File: config.mk
export PLATFORM = sky130hd
export DESIGN_NAME = mfid_regs
export DESIGN_NICKNAME = d
export VERILOG_FILES = /design/src/mfid_pkg.sv /design/src/mfid_regs.sv /design/src/mfid_sync.sv /design/src/mfid_word.sv
export SDC_FILE = /design/constraint.sdc
export NUM_CORES = 1
export LEC_CHECK = 0
export BUFFER_PORTS_ARGS = -buffer_cell sky130_fd_sc_hd__buf_2
export CAP_MARGIN = 5
export CORE_ASPECT_RATIO = 1.2
export CORE_MARGIN = 5
export CORE_UTILIZATION = 30
export CTS_CLUSTER_SIZE = 25
export DETAILED_ROUTE_END_ITERATION = 8
export GPL_ROUTABILITY_DRIVEN = 0
export GPL_TIMING_DRIVEN = 0
export PLACE_DENSITY_LB_ADDON = 0.05
export SLEW_MARGIN = 20
export SYNTH_ARGS = -nofsm -noshare
export SYNTH_HDL_FRONTEND = slang
export SYNTH_HIERARCHICAL = 1
export SYNTH_SLANG_ARGS = --single-unit
File: constraint.sdc
create_clock -name ref_clk -period 5.22 [get_ports ref_clk]
set_input_delay 0.261 -clock ref_clk [delete_from_list [all_inputs] [get_ports ref_clk]]
set_output_delay 0.261 -clock ref_clk [all_outputs]
set_load 0.05 [all_outputs]
File: src/mfid_pkg.sv
// Constants shared by the monitoring feature identification register bank.
//
// How it works
// Monitoring feature word is 32-bit read-only at offset 0x0080 in both frames.
// Monitoring word exists only when monitoring is present; otherwise reads zero.
// Bit 31 reads 1 when the local capture event generator exists.
// With v1.1 extension bit 30 reads 1 when no wired overflow interrupt.
// With v1.1 extension bit 29 reads 1 when message-write overflow registers exist.
// Bit 30 set and bit 29 clear means no overflow signalling at all.
// Bit 30 clear and bit 29 set allows both wired and message signalling.
// With v1.1 extension bit 28 reads 1 when overflow status register exists.
// Bit 17 reads 1 when bandwidth-usage monitoring is implemented.
// Bit 16 reads 1 when cache-storage monitoring is implemented.
// Bandwidth and cache flags follow the selected instance; others are instance-wide.
// Reads ignore the instance value held in the monitor select register.
// Both words readable through secure and non-secure frames.
// Secure and non-secure copies are kept separately so they may differ.
// Narrowing word is 32-bit read-only at 0x0050, zero when narrowing absent.
// Bits 15:0 give largest internal identifier; bits 31:16 read zero.
// Secure copy reports secure limit, non-secure copy reports non-secure limit.
// Narrowing value never depends on the selected instance.
// Writes are ignored silently; reserved bits of the monitoring word read zero.
package mfid_pkg;

    // ****************************************************************
    // Bus geometry and register offsets
    // ****************************************************************
    localparam int              ADDR_W          = 12;
    localparam int              DATA_W          = 32;
    localparam logic [11:0]     NARROW_ID_OFS   = 12'h050;
    localparam logic [11:0]     MON_FEAT_ID_OFS = 12'h080;
    localparam logic [31:0]     WORD_RESET      = 32'h0000_0000;

    // ****************************************************************
    // Field positions
    // ****************************************************************
    localparam int              LOCAL_CAPT_BIT  = 31;
    localparam int              NO_WIRED_BIT    = 30;
    localparam int              MSG_WRITE_BIT   = 29;
    localparam int              OFLOW_SR_BIT    = 28;
    localparam int              BW_MON_BIT      = 17;
    localparam int              CS_MON_BIT      = 16;
    localparam int              ID_LIMIT_LSB    = 0;
    localparam int              ID_LIMIT_W      = 16;

    // ****************************************************************
    // Resource instances
    // ****************************************************************
    localparam int              INST_SEL_W      = 4;
    localparam int              INST_COUNT      = 16;

    // ****************************************************************
    // Strap vector layout (one group per security state, then global)
    // ****************************************************************
    localparam int              SP_BW_LSB       = 0;
    localparam int              SP_CS_LSB       = 16;
    localparam int              SP_LIM_LSB      = 32;
    localparam int              SP_LOCAL_BIT    = 48;
    localparam int              SP_NOWIRE_BIT   = 49;
    localparam int              SP_MSG_BIT      = 50;
    localparam int              SP_OSR_BIT      = 51;
    localparam int              SP_W            = 52;
    localparam int              GL_MON_BIT      = 0;
    localparam int              GL_NRW_BIT      = 1;
    localparam int              GL_INST_BIT     = 2;
    localparam int              GL_EXT_BIT      = 3;
    localparam int              GL_W            = 4;
    localparam int              STRAP_W         = 2 * SP_W + GL_W;

endpackage

File: src/mfid_regs.sv
// Top of the monitoring feature identification register bank with its register port.
module mfid_regs
    import mfid_pkg::*;
(
    input  wire logic                  ref_clk,                       // System clock
    input  wire logic                  resetn,                        // Sync reset, low
    input  wire logic                  reg_req,                       // Access strobe
    input  wire logic                  reg_write,                     // 1 write, 0 read
    input  wire logic                  reg_secure,                    // Secure frame
    input  wire logic [ADDR_W-1:0]     reg_addr,                      // Byte offset
    input  wire logic [DATA_W-1:0]     reg_wdata,                     // Write data
    output logic      [DATA_W-1:0]     reg_rdata,                     // Read data
    output logic                       reg_ack,                       // Access done
    input  wire logic                  monitoring_present,            // Monitoring built
    input  wire logic                  narrowing_present,             // Narrowing built
    input  wire logic                  instance_select_present,       // Instances selectable
    input  wire logic                  ext_v1p1_present,              // v1.1 extension
    input  wire logic                  s_local_capture_gen_present,   // Secure capture gen
    input  wire logic                  s_no_wired_overflow_irq,       // Secure no wired irq
    input  wire logic                  s_overflow_msg_write_present,  // Secure msg writes
    input  wire logic                  s_overflow_status_present,     // Secure status reg
    input  wire logic [INST_COUNT-1:0] s_bandwidth_usage_monitoring,  // Secure per instance
    input  wire logic [INST_COUNT-1:0] s_cache_storage_monitoring,    // Secure per instance
    input  wire logic [ID_LIMIT_W-1:0] s_internal_id_limit,           // Secure id limit
    input  wire logic                  ns_local_capture_gen_present,  // NS capture gen
    input  wire logic                  ns_no_wired_overflow_irq,      // NS no wired irq
    input  wire logic                  ns_overflow_msg_write_present, // NS msg writes
    input  wire logic                  ns_overflow_status_present,    // NS status reg
    input  wire logic [INST_COUNT-1:0] ns_bandwidth_usage_monitoring, // NS per instance
    input  wire logic [INST_COUNT-1:0] ns_cache_storage_monitoring,   // NS per instance
    input  wire logic [ID_LIMIT_W-1:0] ns_internal_id_limit,          // NS id limit
    input  wire logic [INST_SEL_W-1:0] s_resource_instance_select,    // Secure part select
    input  wire logic [INST_SEL_W-1:0] ns_resource_instance_select,   // NS part select
    output logic                       s_wired_overflow_allowed,      // Secure wired irq ok
    output logic                       s_msg_overflow_allowed,        // Secure msg write ok
    output logic                       ns_wired_overflow_allowed,     // NS wired irq ok
    output logic                       ns_msg_overflow_allowed        // NS msg write ok
);

    // ****************************************************************
    // State
    // ****************************************************************
    typedef struct packed {
        logic              ack;
        logic [DATA_W-1:0] rdata;
        logic              s_wired;
        logic              s_msg;
        logic              ns_wired;
        logic              ns_msg;
    } mfid_regs_s;

    mfid_regs_s st_q;
    mfid_regs_s st_d;

    logic [STRAP_W-1:0] strap_raw;
    logic [STRAP_W-1:0] strap_sync;
    logic [SP_W-1:0]    s_straps;
    logic [SP_W-1:0]    ns_straps;
    logic [GL_W-1:0]    gl_straps;
    logic [DATA_W-1:0]  s_mon_word;
    logic [DATA_W-1:0]  s_narrow_word;
    logic [DATA_W-1:0]  ns_mon_word;
    logic [DATA_W-1:0]  ns_narrow_word;
    logic [DATA_W-1:0]  sel_mon;
    logic [DATA_W-1:0]  sel_narrow;
    logic [DATA_W-1:0]  rd_word;

    // ****************************************************************
    // Strap capture
    // ****************************************************************
    assign strap_raw = {ext_v1p1_present, instance_select_present,
                        narrowing_present, monitoring_present,
                        ns_overflow_status_present, ns_overflow_msg_write_present,
                        ns_no_wired_overflow_irq, ns_local_capture_gen_present,
                        ns_internal_id_limit, ns_cache_storage_monitoring,
                        ns_bandwidth_usage_monitoring,
                        s_overflow_status_present, s_overflow_msg_write_present,
                        s_no_wired_overflow_irq, s_local_capture_gen_present,
                        s_internal_id_limit, s_cache_storage_monitoring,
                        s_bandwidth_usage_monitoring};

    // Straps may be driven from another domain, so they are filtered
    mfid_sync #(
        .W        (STRAP_W)
    ) u_sync (
        .ref_clk  (ref_clk),
        .resetn   (resetn),
        .async_in (strap_raw),
        .sync_out (strap_sync)
    );

    assign s_straps  = strap_sync[0 +: SP_W];
    assign ns_straps = strap_sync[SP_W +: SP_W];
    assign gl_straps = strap_sync[2 * SP_W +: GL_W];

    // ****************************************************************
    // Per-state register copies
    // ****************************************************************
    // Separate copies so the two frames may report different contents
    mfid_word u_word_s (
        .straps      (s_straps),
        .globals     (gl_straps),
        .inst_sel    (s_resource_instance_select),
        .mon_word    (s_mon_word),
        .narrow_word (s_narrow_word)
    );

    mfid_word u_word_ns (
        .straps      (ns_straps),
        .globals     (gl_straps),
        .inst_sel    (ns_resource_instance_select),
        .mon_word    (ns_mon_word),
        .narrow_word (ns_narrow_word)
    );

    // ****************************************************************
    // Register port and overflow capability
    // ****************************************************************
    always_comb begin
        st_d       = st_q;
        // The monitor select instance is deliberately not an input here
        sel_mon    = reg_secure ? s_mon_word : ns_mon_word;
        sel_narrow = reg_secure ? s_narrow_word : ns_narrow_word;
        rd_word    = WORD_RESET;
        unique case (reg_addr)
            MON_FEAT_ID_OFS: rd_word = sel_mon;
            NARROW_ID_OFS:   rd_word = sel_narrow;
            default:         rd_word = WORD_RESET;
        endcase
        st_d.ack   = reg_req;
        st_d.rdata = WORD_RESET;
        // Writes are acknowledged and dropped; reg_wdata is never stored
        if (reg_req && !reg_write) begin
            st_d.rdata = rd_word;
        end
        // Capability follows the reported bits so software and logic agree
        st_d.s_wired  = gl_straps[GL_MON_BIT] & gl_straps[GL_EXT_BIT]
                        & ~s_mon_word[NO_WIRED_BIT];
        st_d.s_msg    = s_mon_word[MSG_WRITE_BIT];
        st_d.ns_wired = gl_straps[GL_MON_BIT] & gl_straps[GL_EXT_BIT]
                        & ~ns_mon_word[NO_WIRED_BIT];
        st_d.ns_msg   = ns_mon_word[MSG_WRITE_BIT];
    end

    always_ff @(posedge ref_clk) begin
        if (!resetn) begin
            st_q <= '0;
        end else begin
            st_q <= st_d;
        end
    end

    assign reg_ack                   = st_q.ack;
    assign reg_rdata                 = st_q.rdata;
    assign s_wired_overflow_allowed  = st_q.s_wired;
    assign s_msg_overflow_allowed    = st_q.s_msg;
    assign ns_wired_overflow_allowed = st_q.ns_wired;
    assign ns_msg_overflow_allowed   = st_q.ns_msg;

endmodule

File: src/mfid_sync.sv
// Three-stage input synchroniser that accepts a change once stages two and three agree.
module mfid_sync
    import mfid_pkg::*;
#(
    parameter int W = STRAP_W
) (
    input  wire logic         ref_clk, // System clock
    input  wire logic         resetn,  // Synchronous reset, active low
    input  wire logic [W-1:0] async_in, // Asynchronous level inputs
    output logic      [W-1:0] sync_out  // Filtered, synchronised levels
);

    typedef struct packed {
        logic [W-1:0] s1;
        logic [W-1:0] s2;
        logic [W-1:0] s3;
        logic [W-1:0] held;
    } mfid_sync_s;

    mfid_sync_s st_q;
    mfid_sync_s st_d;

    always_comb begin
        st_d    = st_q;
        st_d.s1 = async_in;
        st_d.s2 = st_q.s1;
        st_d.s3 = st_q.s2;
        // Only stages two and three are compared; stage one may be metastable
        for (int i = 0; i < W; i++) begin
            if (st_q.s2[i] == st_q.s3[i]) begin
                st_d.held[i] = st_q.s3[i];
            end
        end
    end

    always_ff @(posedge ref_clk) begin
        if (!resetn) begin
            st_q <= '0;
        end else begin
            st_q <= st_d;
        end
    end

    assign sync_out = st_q.held;

endmodule

File: src/mfid_word.sv
// Builds one security state's monitoring feature and narrowing words from straps.
module mfid_word
    import mfid_pkg::*;
(
    input  wire logic [SP_W-1:0]       straps,      // Synchronised straps of this state
    input  wire logic [GL_W-1:0]       globals,     // Synchronised global straps
    input  wire logic [INST_SEL_W-1:0] inst_sel,    // Instance from partition select reg
    output logic      [DATA_W-1:0]     mon_word,    // Monitoring feature word
    output logic      [DATA_W-1:0]     narrow_word  // Narrowing limit word
);

    logic [INST_SEL_W-1:0] inst;
    logic                  ext;

    always_comb begin
        // Without instance selection only instance zero is meaningful
        inst = globals[GL_INST_BIT] ? inst_sel : '0;
        ext  = globals[GL_EXT_BIT];
        mon_word = WORD_RESET;
        if (globals[GL_MON_BIT]) begin
            mon_word[LOCAL_CAPT_BIT] = straps[SP_LOCAL_BIT];
            mon_word[NO_WIRED_BIT]   = ext & straps[SP_NOWIRE_BIT];
            mon_word[MSG_WRITE_BIT]  = ext & straps[SP_MSG_BIT];
            mon_word[OFLOW_SR_BIT]   = ext & straps[SP_OSR_BIT];
            mon_word[BW_MON_BIT]     = straps[SP_BW_LSB + 32'(inst)];
            mon_word[CS_MON_BIT]     = straps[SP_CS_LSB + 32'(inst)];
        end
        narrow_word = WORD_RESET;
        if (globals[GL_NRW_BIT]) begin
            // Instance-independent by construction
            narrow_word[ID_LIMIT_LSB +: ID_LIMIT_W] =
                straps[SP_LIM_LSB +: ID_LIMIT_W];
        end
    end

endmodule

==> flow_summary.yaml <==
status:
  status: "finished, final reports clean"
floorplanning:
  start_util: 0.301
  die-area_um2: 62100
  fp.dieH_um: 272
  coreArea_um2: 56900
  ios: 202
  num_rows: 96
  die_width_um: 228
layout:
  mostFrequentLayoutCells: "469 x dfxtp_1, 363 x and2_1, 207 x buf_4"
  final_common_cell: "dfxtp_1"
  final_layout_size_suffix_gt1_frac: 0.251
  num-nets-final: 2212
  finalNonFillerCells: 2823
  area_delta_synth_final_pct: 28.2
  final_area_um2: 22000
clocking:
  worstSkewPairLatency_ps: 580
  clk_path_buf_depth: 3
  cts_setup_buffers: 0
  clkSinkCount: 469
  htree_levels: 2
  cts_buffers: 49
  path_clk_slew_ps: 60
  cts-root-buf: "clkbuf_16"
  tritoncts: "built"
  cts_resized: 0
pwr:
  internal_power_uw: 6110
  switchingPower_uw: 1650
  p_seq_frac: 0.480
  peakVddDrop_uv: 236
  power_uw: 7760
  p_per_area_nw_per_um2: 353
  clkPwrFrac: 0.464
  p_sw_frac: 0.213
  p_leak_uw: 0.00950
  p_comb_frac: 0.056
setup_path:
  worstPathMaxFanout: 10
  regToRegSetupSlack_ps: 2980
  startpoint_type: "flip-flop"
  cp.arrival_ps: 2700
  worstSetupPathType: "flip-flop to flip-flop"
  cp.required_ps: 5680
  end_kind: "flip-flop"
yosys:
  avgSynthCellArea_um2: 10.5
  synth_top_area_cell: "dfxtp_1"
  synthCells: 1640
  yosys_warnings: 6
  yosys-top-cells-area: "dfxtp_1 55%, and2_1 13%, buf_4 9.1%"
  synth.distinct_cells: 38
  synth_seq_area_share: 0.547
  syn-cell-area_um2: 17200
  synth_seq_cells: 469
  post-synth-top-area-fraction: 0.547
placement:
  dp.cells: 2621
  io_buffers: 164
  post_dp_cell_area_um2: 19200
  dp_hpwl_mm: 29.4
detailed_routing:
  ant_nets: 0
  routed.top_layer: "met5"
  wl_per_cell_um: 14.5
  wl_mm: 41.0
  vias_per_cell: 4.06
  routed-wl-met3_mm: 1.54
  vias: 11454
  wl_met1_mm: 17.0
  wl_met2_mm: 21.6
  drc: 0
  drt_first_pass_iters: 4
  drt_iter0_drc: 297
global_routing:
  antenna_found_initial: 5
  grt_use_total: 0.131
  grt_overflow: 0
  grt_max_degree: 16
  grt_pass1_vias: 11688
  grt_pass1_wl_mm: 63.9
sta:
  fmax_mhz: 446
  period_needed_ps: 2240
  setup-violations-final: 0
  slew_headroom: 0.623
  rsz0062_at_grt: "no"
  fin_setup_tns_ps: 0
  finClkSkew_ps: 18.8
  post-route-period-util: 0.430
  hold_viol: 0
  final_max_slew_viol_count: 0
  tightest_slew_ps: 566
flow_run:
  drv_cap: 0
hold_path:
  hold_path_class: "primary input to flip-flop"
==> cell families after synthesis <==
kind of cell           Yosys count  share of synthesized area
muxes                           80                     0.0519
buffers and inverters          271                      0.113
other                            2                   0.000438
DFF                            469                      0.547
AOI/OAI and AO/OA              278                      0.111
and+or+nand+nor                540                      0.176
==> power groups by stage <==
stage	clock (µW)	sequential (µW)	combinational (µW)
floorplan	0	3790	247
global placement	0	3800	383
detailed placement	0	3800	385
CTS	3750	3720	449
global route	3890	3730	487
finish	3600	3720	438
==> metal layers <==
metal,vias to the layer above,track usage
met4,4,0.0411
met5,-,0
met3,64,0.0249
met2,161,0.252
li1,5933,-
met1,5292,0.146
==> cells in the mapped netlist, drive strengths merged <==
cell	number
a211oi	4
a21boi	108
a21oi	4
a32oi	2
and2	363
and3	6
buf	237
clkbuf	30
conb	2
dfxtp	469
inv	4
mux2i	74
mux4	6
nand2	116
nand3	1
nand3b	1
nand4	1
nor2	43
nor2b	2
nor3b	4
nor4	2
o211a	2
o21ai	110
o221a	2
o221ai	2
o22a	36
o22ai	2
o311a	2
o311ai	4
or3b	1
==> final cells by class <==
class	count	area, µm²
inverters	4	15.0
multi-input cells	982	6130
fillers	5745	34900
well taps	735	920
flip-flops and latches	469	9390
clock inverters	15	191
repair buffers	274	1920
clock buffers	75	1500
diodes	2	5.00
plain buffers	267	1920
==> timing repair <==
action / in CTS / in global routing
hold endpoints to repair: 111 / 0
endpoints found under the setup margin: 0 / 0
hold buffers: 110 / 0
==> final timing paths <==
kind              cells after the start                to                 start
setup / recovery                      8     reg_rdata[16]  u_sync/sync_out[106]
hold / removal                        5     reg_rdata[17]           reg_addr[6]
setup reg to reg                      8     reg_rdata[16]  u_sync/sync_out[106]
hold reg to reg                       1  u_sync/st_d[204]      u_sync/st_d[312]
==> state kept, by name, summed over array words and instances, names as in the netlist <==
name                       cells
ns_wired_overflow_allowed      1
s_wired_overflow_allowed       1
ns_msg_overflow_allowed        1
u_sync/st_q                  108
reg_ack                        1
reg_rdata                     32
s_msg_overflow_allowed         1
u_sync/sync_out              108
u_sync/st_d                  216
==> worst max-delay path, cell delays in order (launching register included) <==
cell	delay, ps
dfxtp_1	340
buf_4	200
nand2_1	160
o221a_2	280
o311ai_0	310
a32oi_1	150
mux2i_1	420
o22a_1	230
nor2_1	40
==> metrics by stage <==
step                utilization  worst slack [ps]  hold slack, ps
finish                    0.386              2980             233
global route              0.386              2850             231
CTS                       0.386              2960             192
detailed placement        0.337              2970             417
global placement          0.337              3000             415
floorplan                     -              3570             388
Power figures use the tool's default switching activity.
